[config.mk]
export PLATFORM = sky130hd
export DESIGN_NAME = dbgh_ctrl
export DESIGN_NICKNAME = d
export VERILOG_FILES = /design/src/include/dbgh_pkg.sv /design/src/logic/dbgh_ctrl.sv
export SDC_FILE = /design/constraint.sdc
export NUM_CORES = 1
export LEC_CHECK = 0
export ABC_AREA = 0
export BUFFER_PORTS_ARGS = -buffer_cell sky130_fd_sc_hd__buf_2
export CAP_MARGIN = 10
export CORE_MARGIN = 10
export CORE_UTILIZATION = 42
export DETAILED_ROUTE_END_ITERATION = 12
export PLACE_DENSITY_LB_ADDON = 0.1
export RECOVER_POWER = 100
export SYNTH_ARGS = -nofsm -noshare
export SYNTH_HDL_FRONTEND = slang
export SYNTH_SLANG_ARGS = --single-unit
[constraint.sdc]
create_clock -name pclk -period 4.27 [get_ports pclk]
set_input_delay 0.427 -clock pclk [delete_from_list [all_inputs] [get_ports pclk]]
set_output_delay 0.427 -clock pclk [all_outputs]
set_load 0.03 [all_outputs]
[src/include/dbgh_pkg.sv]
// constants for the scan debug host controller
`default_nettype none
package dbgh_pkg;
    // host command register map (byte addresses)
    localparam logic [11:0] DBGH_CTRL_OFF = 12'h000;
    localparam logic [11:0] DBGH_IR_OFF = 12'h004;
    localparam logic [11:0] DBGH_DR_OUT_OFF = 12'h008;
    localparam logic [11:0] DBGH_DR_IN_OFF = 12'h00c;
    localparam logic [11:0] DBGH_STAT_OFF = 12'h010;
    localparam logic [11:0] DBGH_LEN_OFF = 12'h014;
    // control bit positions
    localparam int DBGH_GO_BIT = 0;
    localparam int DBGH_KIND_BIT = 1;
    localparam int DBGH_TLR_BIT = 2;
    localparam int DBGH_SWD_BIT = 3;
    localparam int DBGH_HOLD_BIT = 4;
    localparam int DBGH_RST_BIT = 5;
    localparam int DBGH_SKIP_BIT = 6;
    localparam int DBGH_CTRL_W = 7;
    // status bit positions
    localparam int DBGH_BUSY_BIT = 0;
    localparam int DBGH_SWMODE_BIT = 1;
    localparam int DBGH_DONE_BIT = 2;
    // device instructions and registers
    localparam logic [3:0] DBGH_INS_SAMPLE = 4'h1;
    localparam logic [3:0] DBGH_INS_INTEST = 4'h4;
    localparam logic [3:0] DBGH_IR_RESET = 4'h0;
    localparam logic [31:0] DBGH_AP_SYSBUS = 32'h00000000;
    localparam logic [31:0] DBGH_AP_SYSMGR = 32'h00000001;
    localparam logic [7:0] DBGH_TARGET_LOC_OFF = 8'h0c;
    localparam logic [7:0] DBGH_CHIP_ID_EXT_OFF = 8'hf4;
    // link timing: test clock half period in pclk cycles
    localparam int DBGH_TCK_HALF = 4;
    localparam logic [2:0] DBGH_TCK_HALF_M1 = 3'(DBGH_TCK_HALF - 1);
    localparam logic [5:0] DBGH_LEN_RESET = 6'h20;
    localparam logic [3:0] DBGH_IR_LEN = 4'h4;
    localparam logic [6:0] DBGH_TLR_TMS = 7'h05;   // five ones
    localparam logic [15:0] DBGH_SWD_SEQ = 16'he79e;
    localparam logic [6:0] DBGH_SWD_LEN = 7'h40;   // 50 ones, seq, 15 ones, lsb first
    typedef enum logic [3:0] {
        DBGH_IDLE, DBGH_RESET, DBGH_SEL_DR, DBGH_SEL_IR, DBGH_CAPTURE, DBGH_SHIFT,
        DBGH_EXIT1, DBGH_UPDATE, DBGH_RUN, DBGH_SWITCH
    } dbgh_state_e;
endpackage
`default_nettype wire

[src/logic/dbgh_ctrl.sv]
// scan debug host: apb command registers driving a device test access port
//
// Function
// [RULE_01] device starts in scan mode; host may send switch sequence for serial wire
// [RULE_02] trace only in serial wire mode; host stops reading data-out then
// [RULE_03] access port select 0 is system bus, 1 is system manager
// [RULE_04] sample/preload code 0001; captured instruction pattern p00s
// [RULE_05] internal test code 0100; captured instruction pattern p001
// [RULE_06] internal test samples logic outputs, update applies to inputs
// [RULE_07] system manager access needs running cpu clock and power-up request
// [RULE_08] set module-on before other registers; disabled port ignores accesses
// [RULE_09] module-off bit clears manager registers and stops its clock
// [RULE_10] target location register at 0x0c, resets zero, word aligned
// [RULE_11] read-only chip identification extension at 0xf4
// [RULE_12] mode-select 1,1,0 returns from shift to idle; update latches
// [RULE_13] mode-select 1,0,0 enters data shift; low mode-select keeps shifting
// [RULE_14] latched data register output updates only in update state
// [RULE_15] instruction scan may go straight into data scan
// [RULE_16] identification instruction default after reset
// [RULE_17] four mandatory instructions; bypass gives shortest path
// [RULE_18] device pins go high impedance on entering reset
// [RULE_19] preload safe values with sample/preload before external test
// [RULE_20] erase-all clears memories then flash then protection; poll done
// [RULE_21] test clock low at reset release holds core in reset
// [RULE_22] after erase keep test clock high while releasing reset
// [RULE_23] debug logic held reset while state machine in test-logic-reset
// [RULE_24] first falling test-clock edge after reset marks debugger present
// [RULE_25] standard sixteen-state transitions on rising test-clock edges
//
// link timing of one data scan of n bits, f1 being the first tck fall after go:
//   f1 tms high: idle to data select
//   f2 tms low: select to capture
//   f3 tms low: capture to shift; the device loads its word on this rise
//   f4 first tdi bit out; the device shows its first tdo bit on this fall
//   f5 on: each fall takes the tdo bit of the fall before, through the flops
//   the fall that carries the last tdi bit raises tms toward exit1
//   the exit1 fall takes the last tdo bit, the update fall latches the result
//   the run step ends on a rising tck, so tck rests high after a full half
// an instruction scan adds one high step for the instruction column
// limitations: one sequence at a time, at most 32 data bits, no pause states
// the device's own registers are reached only through scans built by software
// the two pin flops add latency, which the one-fall lag on tdo absorbs
// trade-off: a slow but fixed test clock keeps every step easy to reason about
//
// The APB interface to the registers was left to the implementer.
`default_nettype none
module dbgh_ctrl
    import dbgh_pkg::*;
(
    input wire logic pclk,
    input wire logic presetn,
    input wire logic psel,
    input wire logic penable,
    input wire logic pwrite,
    input wire logic [11:0] paddr,
    input wire logic [31:0] pwdata,
    output logic [31:0] prdata,
    output logic pready,
    output logic pslverr,
    output logic tck,
    output logic tms,
    output logic tdi,
    input wire logic tdo,
    output logic reset_n_out
);
    logic [DBGH_CTRL_W-1:0] ctrl;
    logic [3:0] ir_word;
    logic [31:0] dr_out;
    logic [31:0] dr_in;
    logic [5:0] dr_len;
    logic sw_mode;
    logic done;
    dbgh_state_e state;
    logic [2:0] div;
    logic [6:0] cnt;
    logic is_ir;
    logic skip_idle;
    logic tdo_s1;
    logic tdo_s2;
    logic wr_en;
    logic rd_en;
    logic go_req;
    logic tick;
    logic fall;
    logic [31:0] shreg;
    logic [5:0] last_bit;

    // single-cycle access: pready held high, so every access ends in its first access cycle
    assign pready = 1'b1;
    assign wr_en = psel && penable && pwrite;
    assign rd_en = psel && penable && !pwrite;
    assign go_req = wr_en && (paddr == DBGH_CTRL_OFF) && pwdata[DBGH_GO_BIT];
    assign tick = (div == DBGH_TCK_HALF_M1);
    assign fall = tick && tck;
    assign last_bit = is_ir ? 6'(DBGH_IR_LEN - 4'h1) : 6'(dr_len - 6'h01);

    // unmapped offsets report an error
    always_comb begin
        pslverr = 1'b0;
        if (psel && penable) begin
            case (paddr)
                DBGH_CTRL_OFF, DBGH_IR_OFF, DBGH_DR_OUT_OFF,
                DBGH_DR_IN_OFF, DBGH_STAT_OFF, DBGH_LEN_OFF: pslverr = 1'b0;
                default: pslverr = 1'b1;
            endcase
        end
    end

    // tdo is a pin from the device: two flops before use
    always_ff @(posedge pclk or negedge presetn) begin
        if (!presetn) begin
            tdo_s1 <= 1'b0;
            tdo_s2 <= 1'b0;
        end else begin
            tdo_s1 <= tdo;
            tdo_s2 <= tdo_s1;
        end
    end

    // control, instruction, data and length registers
    always_ff @(posedge pclk or negedge presetn) begin
        if (!presetn) begin
            ctrl <= '0;
            ir_word <= DBGH_IR_RESET;
            dr_out <= '0;
            dr_len <= DBGH_LEN_RESET;
        end else if (wr_en) begin
            case (paddr)
                // go bit self-clears; only sticky options are kept
                DBGH_CTRL_OFF: ctrl <= pwdata[DBGH_CTRL_W-1:0] & 7'h7e;
                // [RULE_19] preload before external test
                DBGH_IR_OFF: ir_word <= pwdata[3:0];
                // [RULE_03] access port words
                // [RULE_08] module-on word first
                // [RULE_20] erase word, poll done
                DBGH_DR_OUT_OFF: dr_out <= pwdata;
                // zero length would wrap last_bit to 63 and shift 64 bits, so it is forced to one
                DBGH_LEN_OFF: dr_len <= (pwdata[5:0] == 6'h00) ? 6'h01 : pwdata[5:0];
                default: ctrl <= ctrl;
            endcase
        end
    end

    // read mux, data from flops
    always_ff @(posedge pclk or negedge presetn) begin
        if (!presetn) begin
            prdata <= '0;
        end else if (psel && !penable && !pwrite) begin
            case (paddr)
                DBGH_CTRL_OFF: prdata <= {25'h0, ctrl};
                DBGH_IR_OFF: prdata <= {28'h0, ir_word};
                DBGH_DR_OUT_OFF: prdata <= dr_out;
                DBGH_DR_IN_OFF: prdata <= dr_in;
                DBGH_STAT_OFF: prdata <= {29'h0, done, sw_mode, state != DBGH_IDLE};
                DBGH_LEN_OFF: prdata <= {26'h0, dr_len};
                default: prdata <= '0;
            endcase
        end
    end

    // divider for the test clock, which this end makes; runs only while a sequence runs
    always_ff @(posedge pclk or negedge presetn) begin
        if (!presetn) begin
            div <= '0;
            tck <= 1'b1;
        end else if (state == DBGH_IDLE) begin
            div <= '0;
            // rule 21/22: rest level of tck chosen by the hold-core option
            // [RULE_21] hold tck low
            tck <= !ctrl[DBGH_HOLD_BIT];
        end else begin
            div <= tick ? 3'h0 : div + 3'h1;
            if (tick) begin
                tck <= !tck;
            end
        end
    end

    // [RULE_22] reset release level
    always_ff @(posedge pclk or negedge presetn) begin
        if (!presetn) begin
            reset_n_out <= 1'b0;
        end else begin
            reset_n_out <= !ctrl[DBGH_RST_BIT];
        end
    end

    // sequence engine: tms/tdi change on tck falling, device samples on rising
    // [RULE_25] walk standard tap states
    always_ff @(posedge pclk or negedge presetn) begin
        if (!presetn) begin
            state <= DBGH_IDLE;
            cnt <= '0;
            tms <= 1'b1;
            tdi <= 1'b0;
            is_ir <= 1'b0;
            skip_idle <= 1'b0;
            shreg <= '0;
        end else begin
            case (state)
                DBGH_IDLE: begin
                    // a go while a sequence runs is not looked at
                    if (go_req) begin
                        cnt <= '0;
                        is_ir <= pwdata[DBGH_KIND_BIT];
                        skip_idle <= pwdata[DBGH_SKIP_BIT];
                        if (pwdata[DBGH_SWD_BIT]) begin
                            state <= DBGH_SWITCH;
                        end else if (pwdata[DBGH_TLR_BIT]) begin
                            state <= DBGH_RESET;
                        end else if (!sw_mode) begin
                            // refused scans stay here; the flag process reports them
                            state <= DBGH_SEL_DR;
                        end
                    end
                end
                // [RULE_23] five ones reach test-logic-reset
                DBGH_RESET: if (fall) begin
                    tms <= 1'b1;
                    cnt <= cnt + 7'h01;
                    if (cnt == DBGH_TLR_TMS) begin
                        tms <= 1'b0;
                        state <= DBGH_RUN;
                    end
                end
                // [RULE_01] switch sequence after line reset
                DBGH_SWITCH: if (fall) begin
                    cnt <= cnt + 7'h01;
                    if (cnt >= 7'h32 && cnt < 7'h42) begin
                        tms <= DBGH_SWD_SEQ[4'(cnt - 7'h32)];
                    end else begin
                        tms <= 1'b1;
                    end
                    if (cnt == DBGH_SWD_LEN + 7'h10) begin
                        // finish on a rising tck so the last low half is a full one
                        state <= DBGH_RUN;
                        tms <= 1'b1;
                    end
                end
                // [RULE_13] tms 1 then 0 reaches capture
                DBGH_SEL_DR: if (fall) begin
                    tms <= 1'b1;
                    cnt <= '0;
                    state <= is_ir ? DBGH_SEL_IR : DBGH_CAPTURE;
                end
                // one more high step reaches the instruction column
                DBGH_SEL_IR: if (fall) begin
                    tms <= 1'b1;
                    cnt <= '0;
                    state <= DBGH_CAPTURE;
                end
                // two low steps: select to capture, then capture to shift;
                // no tdi bit goes out before the device really is in shift
                DBGH_CAPTURE: if (fall) begin
                    tms <= 1'b0;
                    cnt <= cnt + 7'h01;
                    if (cnt != '0) begin
                        cnt <= '0;
                        shreg <= is_ir ? {28'h0, ir_word} : dr_out;
                        state <= DBGH_SHIFT;
                    end
                end
                // one bit out per fall; each fall after the first takes the
                // tdo bit that the device showed at the fall before
                DBGH_SHIFT: if (fall) begin
                    if (cnt != '0) begin
                        shreg <= {tdo_s2, shreg[31:1]};
                    end
                    tdi <= (cnt == '0) ? shreg[0] : shreg[1];
                    tms <= (6'(cnt) == last_bit);
                    cnt <= cnt + 7'h01;
                    if (6'(cnt) == last_bit) begin
                        state <= DBGH_EXIT1;
                    end
                end
                // [RULE_12] exit1 then update latches
                DBGH_EXIT1: if (fall) begin
                    shreg <= {tdo_s2, shreg[31:1]};
                    tms <= 1'b1;
                    state <= DBGH_UPDATE;
                end
                // [RULE_14] update-dr latch point
                DBGH_UPDATE: if (fall) begin
                    // [RULE_15] straight on to a data scan
                    // the high step lands in data select, so capture comes next
                    if (is_ir && skip_idle) begin
                        tms <= 1'b1;
                        is_ir <= 1'b0;
                        cnt <= '0;
                        state <= DBGH_CAPTURE;
                    end else begin
                        tms <= 1'b0;
                        state <= DBGH_RUN;
                    end
                end
                // leave on the rise into idle; tck then rests high at once
                DBGH_RUN: if (tick && !tck) begin
                    state <= DBGH_IDLE;
                end
                default: state <= DBGH_IDLE;
            endcase
        end
    end

    // [RULE_14] result word moves only at the update step
    // keeps the last result readable while the next scan shifts
    always_ff @(posedge pclk or negedge presetn) begin
        if (!presetn) begin
            dr_in <= '0;
        end else if (state == DBGH_UPDATE && fall) begin
            dr_in <= shreg >> (6'd32 - (last_bit + 6'h01));
        end
    end

    // done flag: cleared by a new go, set when the run step ends;
    // a scan refused in wire mode is reported done at once
    always_ff @(posedge pclk or negedge presetn) begin
        if (!presetn) begin
            done <= 1'b0;
        end else if (state == DBGH_IDLE && go_req) begin
            done <= sw_mode && !pwdata[DBGH_SWD_BIT] && !pwdata[DBGH_TLR_BIT];
        end else if (state == DBGH_RUN && tick && !tck) begin
            done <= 1'b1;
        end
    end

    // [RULE_02] scan port off once the switch pattern is out
    // sticky until bus reset: nothing here brings the scan port back
    always_ff @(posedge pclk or negedge presetn) begin
        if (!presetn) begin
            sw_mode <= 1'b0;
        end else if (state == DBGH_SWITCH && fall && cnt == DBGH_SWD_LEN + 7'h10) begin
            sw_mode <= 1'b1;
        end
    end
endmodule
`default_nettype wire

==> impl_results.md <==
- Outcome: complete, but fails checks
- Failing checks: max-capacitance violations, max-slew violations
- Detailed-route DRC error count: 0
- CTS tree: yes
- # Post-CTS Setup Buffers: 0
- Tmin final: 3624 ps
- Clock skew: 10.47 ps
- Seq/Total Area, Yosys: 0.4233
- Leakage: 4.681 nW
- H-tree depth: 4
- Comb pwr share: 0.148
- Gr usage total: 0.2031
- Count leader, synth: dfrtp_1
- Ant diodes: 0
- Pre-CTS WS: 977.9 ps
- Synth area leader: dfrtp_1
- Fin util: 0.4719
- Ports: 88
- Clk slew on worst S/H paths: 80 ps
- Max Freq: 0.2759 GHz
- Wirelength per Cell: 22.08 um
- Total CTS buffers: 17
- Dpl hpwl: 22410 um
- PnR worst setup slack: 645.7 ps
- Vias/cell: 5.998
- Gate Count Post-Synth: 1039
- CTS Hold Bufs: 0
- Final Hold Viols: 0
- Switch Pwr: 0.001231 W
- Iteration-0 DRC Markers: 882
- Synth unique cells: 80
- Num Clock Sinks: 168
- Clock Tree Buf Depth: 2
- Fillers: 2304
- Die area: 0.03022 sq mm
- Fraction of registers with async set/reset: 1.000
- Global route overflow: 0
- Synthesized area: 0.009941 sq mm
- Multi-input combinational cell area: 0.005251 sq mm
- Setup TNS: 0 ps
- Global-route wire length before repair: 49250 um
- Largest net degree at the start of global routing: 106
- CP endpoint kind: flip-flop
- Fin crit share: 0.8488
- Final setup viols: 0
- Min-Delay Path Class: input port to flip-flop
- Die width: 173.8 um
- Post-synth EDFFs: 0
- Final ANT Viol Nets: 0
- FF-to-FF setup slack: 650 ps
- Root Buffer: clkbuf_16
- Slew @ Worst Pin: 2754 ps
- Post-Place Cells: 1380
- Detailed-route via count: 8469
- Initial antenna violation count: 0
- CP required: 4560 ps
- Post-Syn Nets: 1097
- Worst-skew pair later-pin latency: 440 ps
- Initial Util: 0.4248
- Routability congestion estimate from global placement: 0.9299
- DIE HEIGHT: 173.8 um
- Area contributors post-synth: dfrtp_1, mux2_2, a21oi_1
- Part of the power in registers: 0.445
- Worst rel slew slack: -0.8362
- # rows: 56
- Int Power: 0.002652 W
- Largest fanout on the critical path: 16
- CTS resizes: 0
- Worst hold slack: 91.88 ps
- Synth warnings: 0
- Net count, final: 1138
- Peak VDD IR: 0.0001974 V
- Layout cells sized above 1: 0.1702
- Seq cells post-synth: 168
- Synth cell count leaders: dfrtp_1, nand2_1, a21oi_1
- Port Buffers: 86
- Vias in the first global route: 8233
- Critical path launch point type: flip-flop
- Final WL: 31170 um
- Post-synthesis area per instance: 9.568 sq um
- Worst Path Arrival: 3920 ps
- Register Area: 0.004209 sq mm
- Switching share of power: 0.3169
- Core Box Area: 0.02340 sq mm
- Finished Layout Cells: 1412
- RSZ-0062 raised after global routing: false
- Ys flop type: dfrtp_1
- Pre-antenna DRT Iters: 6
- Yosys top cell area share: 0.4154
- Area Growth Syn to Fin: 11.10%
- Clock Power Share: 0.407
- Critical path class: flip-flop to flip-flop
- Max cap viols: 1
- PwrDens: 351.6 mW/mm^2
- Fin. max-slew vios: 105
[cell usage in the layout (no fill, tap or decap), types with 7 or more instances in the layout]
master and n:
mux2i_1 31, a211oi_1 13, nor2_1 71, a21o_1 7, a32o_1 8, a21oi_1 101
nand2b_1 9, a22oi_1 34, o31ai_1 7, inv_1 16, clkbuf_1 39, o21ai_0 81
mux4_2 17, a31oi_1 7, clkbuf_16 17, ha_1 8, buf_4 14, buf_2 47
a32oi_1 9, nand2_1 110, nor3b_1 32, mux2_2 58, o211ai_1 10, nor3_1 14
nand3_1 24, dfrtp_1 164
[kinds of logic after synthesis]
kind of cell,share of synthesized area
muxes,0.1366
other,0.0003772
xor gates and xnor gates,0.007929
buffers and inverters,0.04443
AOI/OAI and AO/OA,0.2154
and+or+nand+nor,0.1620
DFF,0.4233
adders and majority gates,0.01007
[worst paths after layout]
kind | startpoint | to | cells past startpoint
worst max-delay path | dr_len[0] | state[0] | 9
worst min-delay path | tdo | tdo_s1 | 1
worst max register to register | dr_len[0] | state[0] | 9
worst min register to register | tdo_s1 | tdo_s2 | 0
max in group asynchronous | presetn | is_ir | 1
min in group asynchronous | presetn | reset_n_out | 1
[metal layers]
metal | track usage | share of wire | vias to the layer above
li1 | - | - | 3958
met1 | 0.3064 | 0.49 | 4183
met2 | 0.2944 | 0.43 | 307
met3 | 0.03681 | 0.067 | 21
met4 | 0.04275 | 0.0090 | 0
met5 | 0 | 0 | -
[cell type report]
type / count / share of cell area
inverters: 17 / 0.005778
clock buffers: 17 / 0.03852
repair buffers: 105 / 0.04769
clock inverters: 15 / 0.01529
flip-flops and latches: 168 / 0.3811
well taps: 319 / 0.03614
multi-input cells: 771 / 0.4755
[sequential cells by signal, summed over array words and instances (netlist names), 3 cells and up]
register	flops
prdata	32
div	3
dr_len	6
shreg	32
ctrl	6
dr_in	32
cnt	7
dr_out	32
ir_word	4
state	4
[power groups by stage]
stage | Sequential [W] | Combinational, W | Clock [W]
5_1_grt | 0.00174 | 0.000648 | 0.00167
6_report | 0.00173 | 0.000574 | 0.00158
4_1_cts | 0.00172 | 0.000591 | 0.00161
3_5_place_dp | 0.00176 | 0.000589 | 0
3_3_place_gp | 0.00176 | 0.000586 | 0
2_1_floorplan | 0.00174 | 0.000421 | 0
[through the flow]
| stage | total power, W | instance area (sq um) |
|---|---|---|
| 6_report | 0.003883 | 11040 |
| 5_1_grt | 0.004059 | 11040 |
| 4_1_cts | 0.003929 | 11170 |
| 3_5_place_dp | 0.002345 | 10580 |
| 3_3_place_gp | 0.002344 | 10580 |
| 2_1_floorplan | 0.002156 | 9941 |
[worst max-delay path, stage by stage, from the launching register on]
cell and delay, ps:
dfrtp_1 380, inv_1 160, ha_1 280, xnor2_1 310, nor2_1 890, clkbuf_2 470
xnor2_1 160, nand2_1 90, o311ai_0 620, a21oi_1 140
(Power assumes the default switching activity.)
